`src/verilog/rpc_pkg.sv`:
```
// Constants shared by the receive pattern checker configuration block
package rpc_pkg;
    // ------------------------------------------------------------------
    // Register numbers
    // ------------------------------------------------------------------
    localparam logic [7:0] ADDR_PAT_BYTE2  = 8'h29;
    localparam logic [7:0] ADDR_PAT_BYTE3  = 8'h2A;
    localparam logic [7:0] ADDR_PAT_BYTE4  = 8'h2B;
    localparam logic [7:0] ADDR_PAT_BYTE5  = 8'h2C;
    localparam logic [7:0] ADDR_PAT_BYTE6  = 8'h2D;
    localparam logic [7:0] ADDR_PAT_BYTE7  = 8'h2E;
    localparam logic [7:0] ADDR_THR_FLOAT  = 8'h2F;
    localparam logic [7:0] ADDR_ERR_BYTE0  = 8'h30;
    localparam logic [7:0] ADDR_ERR_BYTE4  = 8'h34;

    // ------------------------------------------------------------------
    // Field layout and reset values
    // ------------------------------------------------------------------
    localparam int         PAT_BYTES       = 6;
    localparam int         PAT_WIDTH       = 64;
    localparam int         ERR_WIDTH       = 40;
    localparam int         MANT_MSB        = 7;
    localparam int         MANT_LSB        = 4;
    localparam int         EXP_MSB         = 3;
    localparam int         EXP_LSB         = 0;
    localparam logic [7:0] PAT_RESET       = 8'hAA;
    localparam logic [7:0] THR_RESET       = 8'hFF;
    localparam logic [1:0] PERIOD_CONT     = 2'h0;
    localparam logic [5:0] BIT_IDX_RESET   = 6'h00;
endpackage

```
`src/verilog/rpc_thr_if.sv`:
```
// Threshold compare carrier between configuration block and comparator
interface rpc_thr_if;
    logic [7:0]  code;
    logic [39:0] count;
    logic        exceeded;

    modport src (output code, output count, input exceeded);
    modport cmp (input code, input count, output exceeded);
endinterface

```
`src/verilog/rpc_thr_cmp.sv`:
```
// Floating-point error threshold comparator
module rpc_thr_cmp (
    rpc_thr_if.cmp thr
);
    import rpc_pkg::*;

    logic [3:0]  mant;
    logic [3:0]  expo;
    logic [67:0] thr_x16;
    logic [67:0] cnt_x16;

    // ------------------------------------------------------------------
    // Compare at sixteen times scale so a fractional threshold is exact
    // ------------------------------------------------------------------
    always_comb begin
        mant    = thr.code[MANT_MSB:MANT_LSB];
        expo    = thr.code[EXP_MSB:EXP_LSB];
        thr_x16 = 68'(mant) << {expo, 2'b00};
        cnt_x16 = {24'h000000, thr.count, 4'h0};
        thr.exceeded = cnt_x16 > thr_x16;
    end
endmodule

```
`src/verilog/rpc_cfg.sv`:
```
// Receive pattern checker configuration, bit compare and threshold flag
module rpc_cfg (
    input  wire logic                  clock_i,
    input  wire logic                  srst_i,
    input  wire logic                  reg_wr_i,
    input  wire logic                  reg_rd_i,
    input  wire logic [7:0]            reg_addr_i,
    input  wire logic [7:0]            reg_wdata_i,
    output logic      [7:0]            reg_rdata_o,
    input  wire logic [15:0]           pattern_low_i,
    input  wire logic                  rx_bit_i,
    input  wire logic                  rx_bit_valid_i,
    output logic                       bit_err_o,
    output logic                       bit_err_valid_o,
    input  wire logic [1:0]            measure_period_select_i,
    input  wire logic                  period_done_i,
    input  wire logic [rpc_pkg::ERR_WIDTH-1:0] checker_error_total_i,
    input  wire logic                  thresh_irq_ack_i,
    output logic                       thresh_irq_o
);
    import rpc_pkg::*;

    // ------------------------------------------------------------------
    // State
    // ------------------------------------------------------------------
    logic [7:0]           pat_ff [PAT_BYTES];
    logic [7:0]           nxt_pat [PAT_BYTES];
    logic [7:0]           thr_ff;
    logic [7:0]           nxt_thr;
    logic [7:0]           rdata_ff;
    logic [7:0]           nxt_rdata;
    logic [31:0]          hold_ff;
    logic [31:0]          nxt_hold;
    logic [ERR_WIDTH-1:0] last_ff;
    logic [ERR_WIDTH-1:0] nxt_last;
    logic [ERR_WIDTH-1:0] shown;
    logic [5:0]           idx_ff;
    logic [5:0]           nxt_idx;
    logic                 berr_ff;
    logic                 nxt_berr;
    logic                 bval_ff;
    logic                 nxt_bval;
    logic                 irq_ff;
    logic                 nxt_irq;
    logic                 armed_ff;
    logic                 nxt_armed;
    logic [PAT_WIDTH-1:0] full_pat;
    logic                 crossing;

    rpc_thr_if thr_bus ();

    rpc_thr_cmp u_thr_cmp (
        .thr (thr_bus.cmp)
    );

    // ------------------------------------------------------------------
    // Pattern assembly and threshold hookup
    // ------------------------------------------------------------------
    always_comb begin
        full_pat = {pat_ff[5], pat_ff[4], pat_ff[3], pat_ff[2],
                    pat_ff[1], pat_ff[0], pattern_low_i};
        // Absolute count of the running period, no rate scaling
        thr_bus.code  = thr_ff;
        thr_bus.count = checker_error_total_i;
        shown = (measure_period_select_i == PERIOD_CONT) ?
                checker_error_total_i : last_ff;
    end

    // ------------------------------------------------------------------
    // Register file
    // ------------------------------------------------------------------
    always_comb begin
        nxt_pat   = pat_ff;
        nxt_thr   = thr_ff;
        nxt_rdata = rdata_ff;
        nxt_hold  = hold_ff;
        if (reg_wr_i) begin
            if (reg_addr_i == ADDR_PAT_BYTE2) begin
                nxt_pat[0] = reg_wdata_i;
            end else if (reg_addr_i == ADDR_PAT_BYTE3) begin
                nxt_pat[1] = reg_wdata_i;
            end else if (reg_addr_i == ADDR_PAT_BYTE4) begin
                nxt_pat[2] = reg_wdata_i;
            end else if (reg_addr_i == ADDR_PAT_BYTE5) begin
                nxt_pat[3] = reg_wdata_i;
            end else if (reg_addr_i == ADDR_PAT_BYTE6) begin
                nxt_pat[4] = reg_wdata_i;
            end else if (reg_addr_i == ADDR_PAT_BYTE7) begin
                nxt_pat[5] = reg_wdata_i;
            end else if (reg_addr_i == ADDR_THR_FLOAT) begin
                nxt_thr = reg_wdata_i;
            end
        end
        if (reg_rd_i) begin
            if (reg_addr_i >= ADDR_PAT_BYTE2 && reg_addr_i <= ADDR_PAT_BYTE7) begin
                nxt_rdata = pat_ff[3'(reg_addr_i - ADDR_PAT_BYTE2)];
            end else if (reg_addr_i == ADDR_THR_FLOAT) begin
                nxt_rdata = thr_ff;
            end else if (reg_addr_i == ADDR_ERR_BYTE0) begin
                // Upper bytes frozen so a multi-byte read cannot tear
                nxt_rdata = shown[7:0];
                nxt_hold  = shown[39:8];
            end else if (reg_addr_i > ADDR_ERR_BYTE0 && reg_addr_i <= ADDR_ERR_BYTE4) begin
                nxt_rdata = hold_ff[{2'(reg_addr_i - ADDR_ERR_BYTE0 - 8'h01), 3'h0} +: 8];
            end else begin
                nxt_rdata = 8'h00;
            end
        end
        if (srst_i) begin
            for (int i = 0; i < PAT_BYTES; i++) begin
                nxt_pat[i] = PAT_RESET;
            end
            nxt_thr   = THR_RESET;
            nxt_rdata = 8'h00;
            nxt_hold  = 32'h00000000;
        end
    end

    always_ff @(posedge clock_i) begin
        pat_ff   <= nxt_pat;
        thr_ff   <= nxt_thr;
        rdata_ff <= nxt_rdata;
        hold_ff  <= nxt_hold;
    end

    // ------------------------------------------------------------------
    // Period snapshot of the error total
    // ------------------------------------------------------------------
    always_comb begin
        nxt_last = last_ff;
        if (period_done_i) begin
            nxt_last = checker_error_total_i;
        end
        if (srst_i) begin
            nxt_last = '0;
        end
    end

    always_ff @(posedge clock_i) begin
        last_ff <= nxt_last;
    end

    // ------------------------------------------------------------------
    // Serial bit compare
    // ------------------------------------------------------------------
    // No alignment search: bit 0 is expected on the first valid after reset
    always_comb begin
        nxt_idx  = idx_ff;
        nxt_berr = berr_ff;
        nxt_bval = rx_bit_valid_i;
        if (rx_bit_valid_i) begin
            nxt_berr = rx_bit_i ^ full_pat[idx_ff];
            nxt_idx  = idx_ff + 6'h01;
        end
        if (srst_i) begin
            nxt_idx  = BIT_IDX_RESET;
            nxt_berr = 1'b0;
            nxt_bval = 1'b0;
        end
    end

    always_ff @(posedge clock_i) begin
        idx_ff  <= nxt_idx;
        berr_ff <= nxt_berr;
        bval_ff <= nxt_bval;
    end

    // ------------------------------------------------------------------
    // Threshold flag
    // ------------------------------------------------------------------
    always_comb begin
        crossing  = thr_bus.exceeded && armed_ff;
        nxt_irq   = irq_ff;
        nxt_armed = armed_ff;
        if (thresh_irq_ack_i) begin
            nxt_irq = 1'b0;
        end
        // Set wins over a same-cycle acknowledge
        if (crossing) begin
            nxt_irq   = 1'b1;
            nxt_armed = 1'b0;
        end else if (period_done_i || !thr_bus.exceeded) begin
            nxt_armed = 1'b1;
        end
        if (srst_i) begin
            nxt_irq   = 1'b0;
            nxt_armed = 1'b1;
        end
    end

    always_ff @(posedge clock_i) begin
        irq_ff   <= nxt_irq;
        armed_ff <= nxt_armed;
    end

    always_comb begin
        reg_rdata_o     = rdata_ff;
        bit_err_o       = berr_ff;
        bit_err_valid_o = bval_ff;
        thresh_irq_o    = irq_ff;
    end

    // ------------------------------------------------------------------
    // Checks
    // ------------------------------------------------------------------
    chk_pat_reset: assert property (@(posedge clock_i)
        srst_i |=> (pat_ff[0] == PAT_RESET && pat_ff[5] == PAT_RESET))
        else $error("pattern byte not at reset value");

    chk_pat_write: assert property (@(posedge clock_i) disable iff (srst_i)
        reg_wr_i && reg_addr_i == ADDR_PAT_BYTE7 |=> full_pat[63:56] == $past(reg_wdata_i))
        else $error("top pattern byte not written");

    chk_thr_reset: assert property (@(posedge clock_i)
        srst_i |=> thr_ff == THR_RESET)
        else $error("threshold not all ones after reset");

    chk_bit_order: assert property (@(posedge clock_i) disable iff (srst_i)
        rx_bit_valid_i && idx_ff == 6'h3F |=> idx_ff == 6'h00)
        else $error("bit index did not wrap after MSB");

    chk_bit_compare: assert property (@(posedge clock_i) disable iff (srst_i)
        rx_bit_valid_i |=> bit_err_valid_o && bit_err_o == ($past(rx_bit_i) ^
        $past(full_pat[idx_ff])))
        else $error("bit compare mismatch");

    chk_irq_set: assert property (@(posedge clock_i) disable iff (srst_i)
        thr_bus.exceeded && armed_ff |=> thresh_irq_o)
        else $error("flag not raised on crossing");

    chk_irq_hold: assert property (@(posedge clock_i) disable iff (srst_i)
        thresh_irq_o && !thresh_irq_ack_i |=> thresh_irq_o)
        else $error("flag dropped without acknowledge");

    chk_irq_once: assert property (@(posedge clock_i) disable iff (srst_i)
        crossing ##1 (thr_bus.exceeded && !period_done_i)[*2] |-> !crossing)
        else $error("second crossing inside one period");

    chk_zero_thr: assert property (@(posedge clock_i) disable iff (srst_i)
        thr_ff == 8'h00 && checker_error_total_i != '0 |-> thr_bus.exceeded)
        else $error("zero threshold not exceeded by nonzero count");

    chk_snap_hold: assert property (@(posedge clock_i) disable iff (srst_i)
        period_done_i ##1 !period_done_i |-> last_ff == $past(checker_error_total_i))
        else $error("period total not captured");

    chk_latch_read: assert property (@(posedge clock_i) disable iff (srst_i)
        reg_rd_i && reg_addr_i == ADDR_ERR_BYTE4 && !reg_wr_i |=>
        reg_rdata_o == $past(hold_ff[31:24]))
        else $error("upper byte not from latched copy");

    chk_thr_write: assert property (@(posedge clock_i) disable iff (srst_i)
        reg_wr_i && reg_addr_i == ADDR_THR_FLOAT |=> thr_ff == $past(reg_wdata_i))
        else $error("threshold byte not written");

    chk_max_thr: assert property (@(posedge clock_i) disable iff (srst_i)
        thr_ff == THR_RESET |-> !thr_bus.exceeded)
        else $error("largest threshold exceeded by a 40-bit count");

    chk_irq_clear: assert property (@(posedge clock_i) disable iff (srst_i)
        thresh_irq_ack_i && !crossing |=> !thresh_irq_o)
        else $error("flag not cleared by acknowledge");

    chk_set_wins: assert property (@(posedge clock_i) disable iff (srst_i)
        crossing && thresh_irq_ack_i |=> thresh_irq_o)
        else $error("acknowledge overrode a new crossing");

    chk_idx_step: assert property (@(posedge clock_i) disable iff (srst_i)
        rx_bit_valid_i |=> idx_ff == $past(idx_ff) + 6'h01)
        else $error("bit index did not advance");

    chk_valid_pulse: assert property (@(posedge clock_i) disable iff (srst_i)
        !rx_bit_valid_i |=> !bit_err_valid_o)
        else $error("result valid without a received bit");

    chk_cont_read: assert property (@(posedge clock_i) disable iff (srst_i)
        reg_rd_i && reg_addr_i == ADDR_ERR_BYTE0 && measure_period_select_i == PERIOD_CONT
        |=> reg_rdata_o == $past(checker_error_total_i[7:0]))
        else $error("continuous read not the running total");

    chk_rdata_hold: assert property (@(posedge clock_i) disable iff (srst_i)
        !reg_rd_i |=> $stable(reg_rdata_o))
        else $error("read data changed without a read");

    cov_crossing: cover property (@(posedge clock_i) disable iff (srst_i)
        crossing ##[1:8] thresh_irq_ack_i);
    cov_bit_error: cover property (@(posedge clock_i) disable iff (srst_i)
        bit_err_valid_o && bit_err_o);
    cov_count_read: cover property (@(posedge clock_i) disable iff (srst_i)
        reg_rd_i && reg_addr_i == ADDR_ERR_BYTE0 ##[1:4]
        reg_rd_i && reg_addr_i == ADDR_ERR_BYTE4);
    cov_set_wins: cover property (@(posedge clock_i) disable iff (srst_i)
        crossing && thresh_irq_ack_i);
endmodule

```
`config.mk`:
```
export PLATFORM = sky130hd
export DESIGN_NAME = rpc_cfg
export DESIGN_NICKNAME = d
export VERILOG_FILES = /design/src/verilog/rpc_pkg.sv /design/src/verilog/rpc_thr_if.sv /design/src/verilog/rpc_thr_cmp.sv /design/src/verilog/rpc_cfg.sv
export SDC_FILE = /design/constraint.sdc
export NUM_CORES = 1
export LEC_CHECK = 0
export BUFFER_PORTS_ARGS = -buffer_cell sky130_fd_sc_hd__buf_4
export CORE_MARGIN = 2
export CORE_UTILIZATION = 35
export DETAILED_ROUTE_END_ITERATION = 10
export PLACE_DENSITY = 0.57
export SYNTH_ARGS = -nofsm -noshare
export SYNTH_HDL_FRONTEND = slang
export SYNTH_SLANG_ARGS = --single-unit
```
`constraint.sdc`:
```
create_clock -name clock_i -period 6.25 [get_ports clock_i]
set_input_delay 0.3125 -clock clock_i [delete_from_list [all_inputs] [get_ports clock_i]]
set_output_delay 0.3125 -clock clock_i [all_outputs]
set_load 0.03 [all_outputs]
```
==> results of run 1 <==
==> routing by layer <==
| metal | share of wire [%] | GRT usage (%) |
|---|---|---|
| met4 | 2.2 | 6.54 |
| met2 | 48 | 34.5 |
| met3 | 4.8 | 3.58 |
| met5 | 0 | 0 |
| met1 | 45 | 26.4 |
==> power by group through the flow <==
stage | logic [mW] | registers [mW] | clock network (mW)
CTS | 0.256 | 0.966 | 1.15
global route | 0.282 | 0.968 | 1.19
detailed placement | 0.256 | 0.986 | 0
floorplan | 0.164 | 0.980 | 0
global placement | 0.254 | 0.986 | 0
finish | 0.254 | 0.965 | 1.13
==> cell families after synthesis <==
kind of cell	after synthesis	synth area share [%]
multiplexers	123	18.3
flip-flops	146	35.6
AO/OA/AOI/OAI	175	14.5
adder cells (fa/ha/maj)	46	7.01
XOR/XNOR	6	0.640
AND/OR/NAND/NOR	372	20.1
buffers and inverters	74	3.89
==> registers in the layout, indices dropped and copies added (netlist names) <==
| signal | count |
|---|---|
| hold_ff | 32 |
| armed_ff | 1 |
| bit_err_valid_o | 1 |
| full_pat | 48 |
| idx_ff | 6 |
| last_ff | 40 |
| reg_rdata_o | 8 |
| bit_err_o | 1 |
| thr_bus.code | 8 |
| thresh_irq_o | 1 |
==> how the worst max path moves through the flow <==
stage / from / endpoint / slack, ps
floorplan: reg_addr_i[0] / reg_rdata_o[5]$_SDFFE_PP0P_ / 3470
global placement: reg_addr_i[0] / reg_rdata_o[2]$_SDFFE_PP0P_ / 2870
detailed placement: reg_addr_i[0] / reg_rdata_o[4]$_SDFFE_PP0P_ / 2830
CTS: reg_addr_i[0] / reg_rdata_o[5]$_SDFFE_PP0P_ / 3300
global route: thr_bus.code[3]$_SDFFE_PP1P_ / thresh_irq_o$_SDFFE_PP0P_ / 2970
finish: reg_addr_i[0] / reg_rdata_o[2]$_SDFFE_PP0P_ / 3280
==> cell type report <==
| type | count | share of cell area, % |
|---|---|---|
| multi-input combinational | 722 | 51.3 |
| sequential | 146 | 30.1 |
| timing repair buffer | 96 | 7.43 |
| clock buffer | 24 | 5.17 |
| tap | 319 | 4.12 |
| clock inverter | 8 | 1.52 |
| inverter | 8 | 0.310 |
==> stage by stage <==
stage | area, um^2 | utilization [%] | setup slack, ps | std cells
final | 9700 | 41.7 | 3280 | 1323
after global routing | 9700 | 41.7 | 2970 | 1323
after CTS | 9700 | 41.7 | 3300 | 1323
after detailed placement | 9050 | 38.9 | 2830 | 1291
after global placement | 9050 | 38.9 | 2870 | 1291
after floorplan | 8210 | - | 3470 | 942
==> worst register-to-register path, cell delays in order (launching register included) <==
cell and delay [ps]:
dfxtp_1 520, nand2b_1 180, nor3_1 390, nand2_1 110, ha_1 330, nand4_1 120
or3_1 400, nor4_1 280, nand3_1 100, nand2_1 80, a21oi_1 70, a32o_1 280
==> cell usage in the layout (no fill, tap or decap), types with 4 or more instances in the layout <==
cell	Yosys	final
nand2_1	170	170
dfxtp_1	146	146
nor2_1	117	116
buf_4	3	96
mux2i_1	89	89
a21oi_1	64	64
ha_1	46	46
a311oi_1	32	32
a21o_1	21	21
mux4_2	20	20
clkbuf_16	0	17
nand3_1	16	16
o211ai_1	15	15
mux2_2	14	14
nand4_1	13	13
nor2b_1	12	12
o22ai_1	10	10
a211o_1	9	9
a22oi_1	9	9
nand2b_1	8	8
nor3_1	8	8
inv_1	6	6
nor4_1	6	6
o21ai_0	5	5
clkbuf_8	0	5
or3_1	4	4
xor2_1	4	4
bufinv_16	0	4
==> results.json, run 1 <==
{
  "status": "finished, final reports clean",
  "numCtsBuffers": 17,
  "holdCritPathClass": "in2reg",
  "gp_congestion": 0.903,
  "slew-limit-headroom_pct": 16.6,
  "maxCapViolations": 0,
  "vias_per_cell": 5.38,
  "worst_setup_path_end_kind": "flip-flop",
  "hold_path_depth": 2,
  "crit_family": "adder cells",
  "worstReg2RegStart": "thr_bus.code[1]$_SDFFE_PP1P_",
  "finalSetupViolations": 0,
  "pwr_density_cell_mw_per_mm2": 243,
  "worst-path-stages": 8,
  "timing_worst_setup_path_type": "in2reg",
  "timing.final.crit_period_ps": 2970,
  "synth-seq-cells": 146,
  "antenna_found_initial": 0,
  "multiInputGateArea_mm2": 0.00497,
  "drive_gt1_share_pct": 17.0,
  "gr-usage-all-layers_pct": 20.4,
  "arrival_ps": 3240,
  "coreArea_mm2": 0.0233,
  "wire_per_inst_um": 18.9,
  "fin_setup_tns_ps": 0,
  "worst_pin_slew_ps": 1250,
  "rsz0062_at_grt": "no",
  "yosysWarnings": 0,
  "path_common_cell": "a21oi_1",
  "cp_slowest_cell": "ha_1",
  "synth_largest_area_cell": "dfxtp_1",
  "cpPeakStageDelay_ps": 1260,
  "ff2ff_path_depth": 11,
  "hold_viol_final": 0,
  "regArea_mm2": 0.00292,
  "final_nets": 1119,
  "dieArea_mm2": 0.0247,
  "first_iter_violations": 385,
  "crit_buf_inv": 2,
  "rows": 56,
  "clkSinkCount": 146,
  "slew_viol_final": 0,
  "required_ps": 6520,
  "fillerInstances": 2375,
  "cts_resized": 0,
  "path_clk_slew_ps": 60,
  "synthTopCellsByCount": "nand2_1 (170), dfxtp_1 (146), nor2_1 (117)",
  "synth_edf_count": 0,
  "p_clk_share_pct": 48.2,
  "leakage_nw": 3.69,
  "synth-async-reset-ratio_pct": 0,
  "hold-worst-slack_ps": 142,
  "holdPathEnd": "bit_err_o$_SDFFE_PP0P_",
  "h-tree-depth": 4,
  "hold_buffers": 0,
  "post-route-period-util_pct": 47.5,
  "gr-total-overflow": 0,
  "synthFlopType": "dfxtp_1",
  "min_from": "rx_bit_valid_i",
  "ff2ff_setup_slack_ps": 3290,
  "cp_max_fo": 26,
  "fmax_mhz": 337,
  "dieWidth_um": 157,
  "p_seq_share_pct": 41.0,
  "start_util_pct": 35.3,
  "ys_top_cells_by_area": "dfxtp_1 (36%), mux2i_1 (11%), nand2_1 (7.8%)",
  "synth_top_area_share_pct": 35.6,
  "synth.avg_cell_area_um2": 8.71,
  "crit_path_start_kind": "input pin",
  "die_h_um": 157,
  "hpwl_um": 17900,
  "port_buffers": 92,
  "grt_max_degree": 80,
  "antenna_left": 0,
  "cts_tree": "done",
  "diodes": 0,
  "drc_errors": 0,
  "routed_wl_um": 25000,
  "syn2layout_area_growth_pct": 18.1,
  "comb_power_share_pct": 10.8,
  "p_sw_uw": 569,
  "synth_nets": 1070,
  "post_cts_buffers": 0,
  "syn_area_mm2": 0.00821,
  "total_power_mw": 2.35,
  "worstSkewPairLatency_ps": 430,
  "grt_pass1_wl_um": 38500,
  "yosysMostFrequentCell": "nand2_1",
  "rr_endpoint": "thresh_irq_o$_SDFFE_PP0P_",
  "root_buffer": "clkbuf_16",
  "io_pins": 93,
  "synth_cells": 942,
  "num_vias": 7118,
  "synth.distinct_cells": 54,
  "drt-pass1-iter-count": 5,
  "switching_share_pct": 24.2,
  "intPower_mw": 1.79,
  "clock_skew_ps": 7.57,
  "ys_seq_area_share_pct": 35.6,
  "peakVddDrop_v": 0.000157,
  "clock_path_buffers": 2,
  "crit_chain": "buf_4 > clkinv_1 > ha_1 > mux4_2 > a21oi_1 > o22ai_1 > nand3_1 > a21oi_1",
  "grt_pass1_vias": 6479
}
No activity file was read; power rests on OpenSTA's default activity.
==> run 2: changes to the inputs <==
Settings changed: PLACE_DENSITY 0.57 to 0.59.
Clock period 6.25 ns to 2.4 ns, I/O delays scaled along.
==> run 2 against run 1 <==
Effect of this change:
- the flow now finishes with violations (negative setup slack)
- final cell count rose by 7.3%
- worst setup slack got worse by 3300 ps
- design area rose by 12%
- largest power group unchanged
- sequential power increased to 2.6 times the previous value
- combinational power rose to 3.1 times the previous value
- via count rose by 4.5%
- wire length is 2.8% higher
- critical path depth increased by 3
- clock power grew to 2.6 times the previous value
- core utilization is 5.1 points higher
- critical path type is now reg2reg
==> results.json, run 2 (same netlist as run 1, synthesis figures left out) <==
{
  "rr_endpoint": "thresh_irq_o$_SDFFE_PP0P_",
  "gr-total-overflow": 0,
  "finalSetupViolations": 1,
  "hold_viol_final": 0,
  "instances_no_fill": 1419,
  "slew-limit-headroom_pct": 45.2,
  "antenna_found_initial": 0,
  "failed_checks": "negative setup slack",
  "hold_path_depth": 3,
  "num_vias": 7439,
  "peakVddDrop_v": 0.000298,
  "p_seq_share_pct": 39.8,
  "largest_reg_flops": 48,
  "clock_path_buffers": 2,
  "numCtsBuffers": 17,
  "clock_skew_ps": 9.79,
  "timing.final.crit_period_ps": 2420,
  "worst_setup_path_end_kind": "flip-flop",
  "p_clk_share_pct": 47.5,
  "pwr_density_cell_mw_per_mm2": 576,
  "grt_max_degree": 79,
  "fin_util_pct": 46.8,
  "leakage_nw": 4.27,
  "dieArea_mm2": 0.0247,
  "total_power_mw": 6.28,
  "comb_power_share_pct": 12.7,
  "required_ps": 2720,
  "fillerInstances": 2321,
  "grt_pass1_vias": 7407,
  "slew_viol_final": 0,
  "grt_pass1_wl_um": 40500,
  "layout_commonest_cell": "nand2_1",
  "drt-pass1-iter-count": 5,
  "final_nets": 1215,
  "die_h_um": 157,
  "io_pins": 93,
  "rows": 56,
  "start_util_pct": 35.3,
  "vias_per_cell": 5.24,
  "dpl_cell_area_mm2": 0.00948,
  "p_sw_mw": 1.60,
  "crit_path_start_kind": "flip-flop",
  "first_iter_violations": 447,
  "cp_max_fo": 4,
  "port_buffers": 92,
  "worstSkewPairLatency_ps": 430,
  "most-common-layout-cells": "nand2_1 (163), dfxtp_1 (140), buf_4 (137), nor2_1 (113), mux2i_1 (89)",
  "gp_congestion": 0.918,
  "worst_pin_slew_ps": 822,
  "hold-worst-slack_ps": 12.8,
  "rsz0062_at_grt": "yes",
  "timing_worst_setup_path_type": "reg2reg",
  "regArea_mm2": 0.00294,
  "gr-usage-all-layers_pct": 21.3,
  "pre_cts_ws_ps": -138,
  "arrival_ps": 2750,
  "holdCritPathClass": "in2reg",
  "routed_wl_um": 25700,
  "min_from": "reg_rd_i",
  "clkSinkCount": 146,
  "coreArea_mm2": 0.0233,
  "multiInputGateArea_mm2": 0.00524,
  "drc_errors": 0,
  "post-route-period-util_pct": 101,
  "intPower_mw": 4.67,
  "fin_ws_ps": -24.1,
  "maxCapViolations": 0,
  "switching_share_pct": 25.5,
  "dpl.cell_count": 1336,
  "antenna_left": 0,
  "status": "finished with violations",
  "fmax_mhz": 413,
  "hpwl_um": 18400,
  "fin_setup_tns_ps": -24.1,
  "dieWidth_um": 157,
  "syn2layout_area_growth_pct": 32.7,
  "worstReg2RegStart": "thr_bus.code[3]$_SDFFE_PP1P_",
  "fin_area_mm2": 0.0109,
  "holdPathEnd": "reg_rdata_o[5]$_SDFFE_PP0P_",
  "root_buffer": "clkbuf_16",
  "diodes": 0,
  "cts_tree": "done",
  "ff2ff_path_depth": 11,
  "h-tree-depth": 4,
  "drive_gt1_share_pct": 24.2,
  "wire_per_inst_um": 18.1,
  "path_clk_slew_ps": 70,
  "ff2ff_setup_slack_ps": -20
}
-- run 2: changes by cell type in the layout (fill, tap and decap cells not counted), moves of 5 or more --
| cell | change |
|---|---|
| nor3_4 | +5 |
| buf_12 | +5 |
| a21oi_1 | -7 |
| ha_4 | +7 |
| dfxtp_1 | -6 |
| nand2_2 | +6 |
| ha_1 | -7 |
| a21oi_2 | +7 |
| dlygate4sd3_1 | +46 |
| buf_4 | +41 |
| nor3_1 | -6 |
| nand2_1 | -7 |
-- run 2: layout make-up --
cell class | instances | area share [%]
multi-input combinational | 722 | 48.1
sequential | 146 | 27.0
timing repair buffer | 192 | 15.0
clock buffer | 20 | 4.19
tap | 319 | 3.66
clock inverter | 12 | 1.77
inverter | 8 | 0.287
-- run 2: metal layers --
metal / track usage, % / vias to the layer above / part of all wire, %
met3: 3.58 / 37 / 4.1
met4: 7.53 / 0 / 2.4
li1: - / 3670 / -
met5: 0 / - / 0
met2: 37.6 / 186 / 50
met1: 26.1 / 3546 / 44
-- run 2: worst max-delay path by stage --
stage	end	slack [ps]	cells past startpoint	from
after floorplan	thresh_irq_o$_SDFFE_PP0P_	20	12	thr_bus.code[2]$_SDFFE_PP1P_
after global placement	thresh_irq_o$_SDFFE_PP0P_	-150	12	thr_bus.code[0]$_SDFFE_PP1P_
after detailed placement	thresh_irq_o$_SDFFE_PP0P_	-140	12	thr_bus.code[0]$_SDFFE_PP1P_
after CTS	thresh_irq_o$_SDFFE_PP0P_	-80	11	thr_bus.code[3]$_SDFFE_PP1P_
after global routing	thresh_irq_o$_SDFFE_PP0P_	-170	13	thr_bus.code[0]$_SDFFE_PP1P_
final	thresh_irq_o$_SDFFE_PP0P_	-20	11	thr_bus.code[3]$_SDFFE_PP1P_
-- run 2: repair_timing --
item                                   CTS  global route
pin swaps                               14            27
hold buffers                            46             0
buffers inserted                         3             2
endpoints found under the hold margin   84             0
gates resized for setup                 28            27
setup endpoints to repair                2             3
-- run 2: worst max-delay path: stages (launching register included) --
cell,delay [ps]
dfxtp_4,350
nand2b_4,170
nor3_4,280
nand2_2,120
ha_4,310
nand4_1,110
or3_4,410
nor4_4,130
nand3_1,100
nand2_1,90
a21oi_2,40
a32o_1,210
-- run 2: power by group through the flow --
stage	Combinational (mW)	Sequential (mW)	Clock [mW]
2_1_floorplan	0.428	2.55	0
3_3_place_gp	0.710	2.55	0
3_5_place_dp	0.717	2.55	0
4_1_cts	0.784	2.50	3.02
5_1_grt	0.874	2.50	3.14
6_report	0.796	2.50	2.98
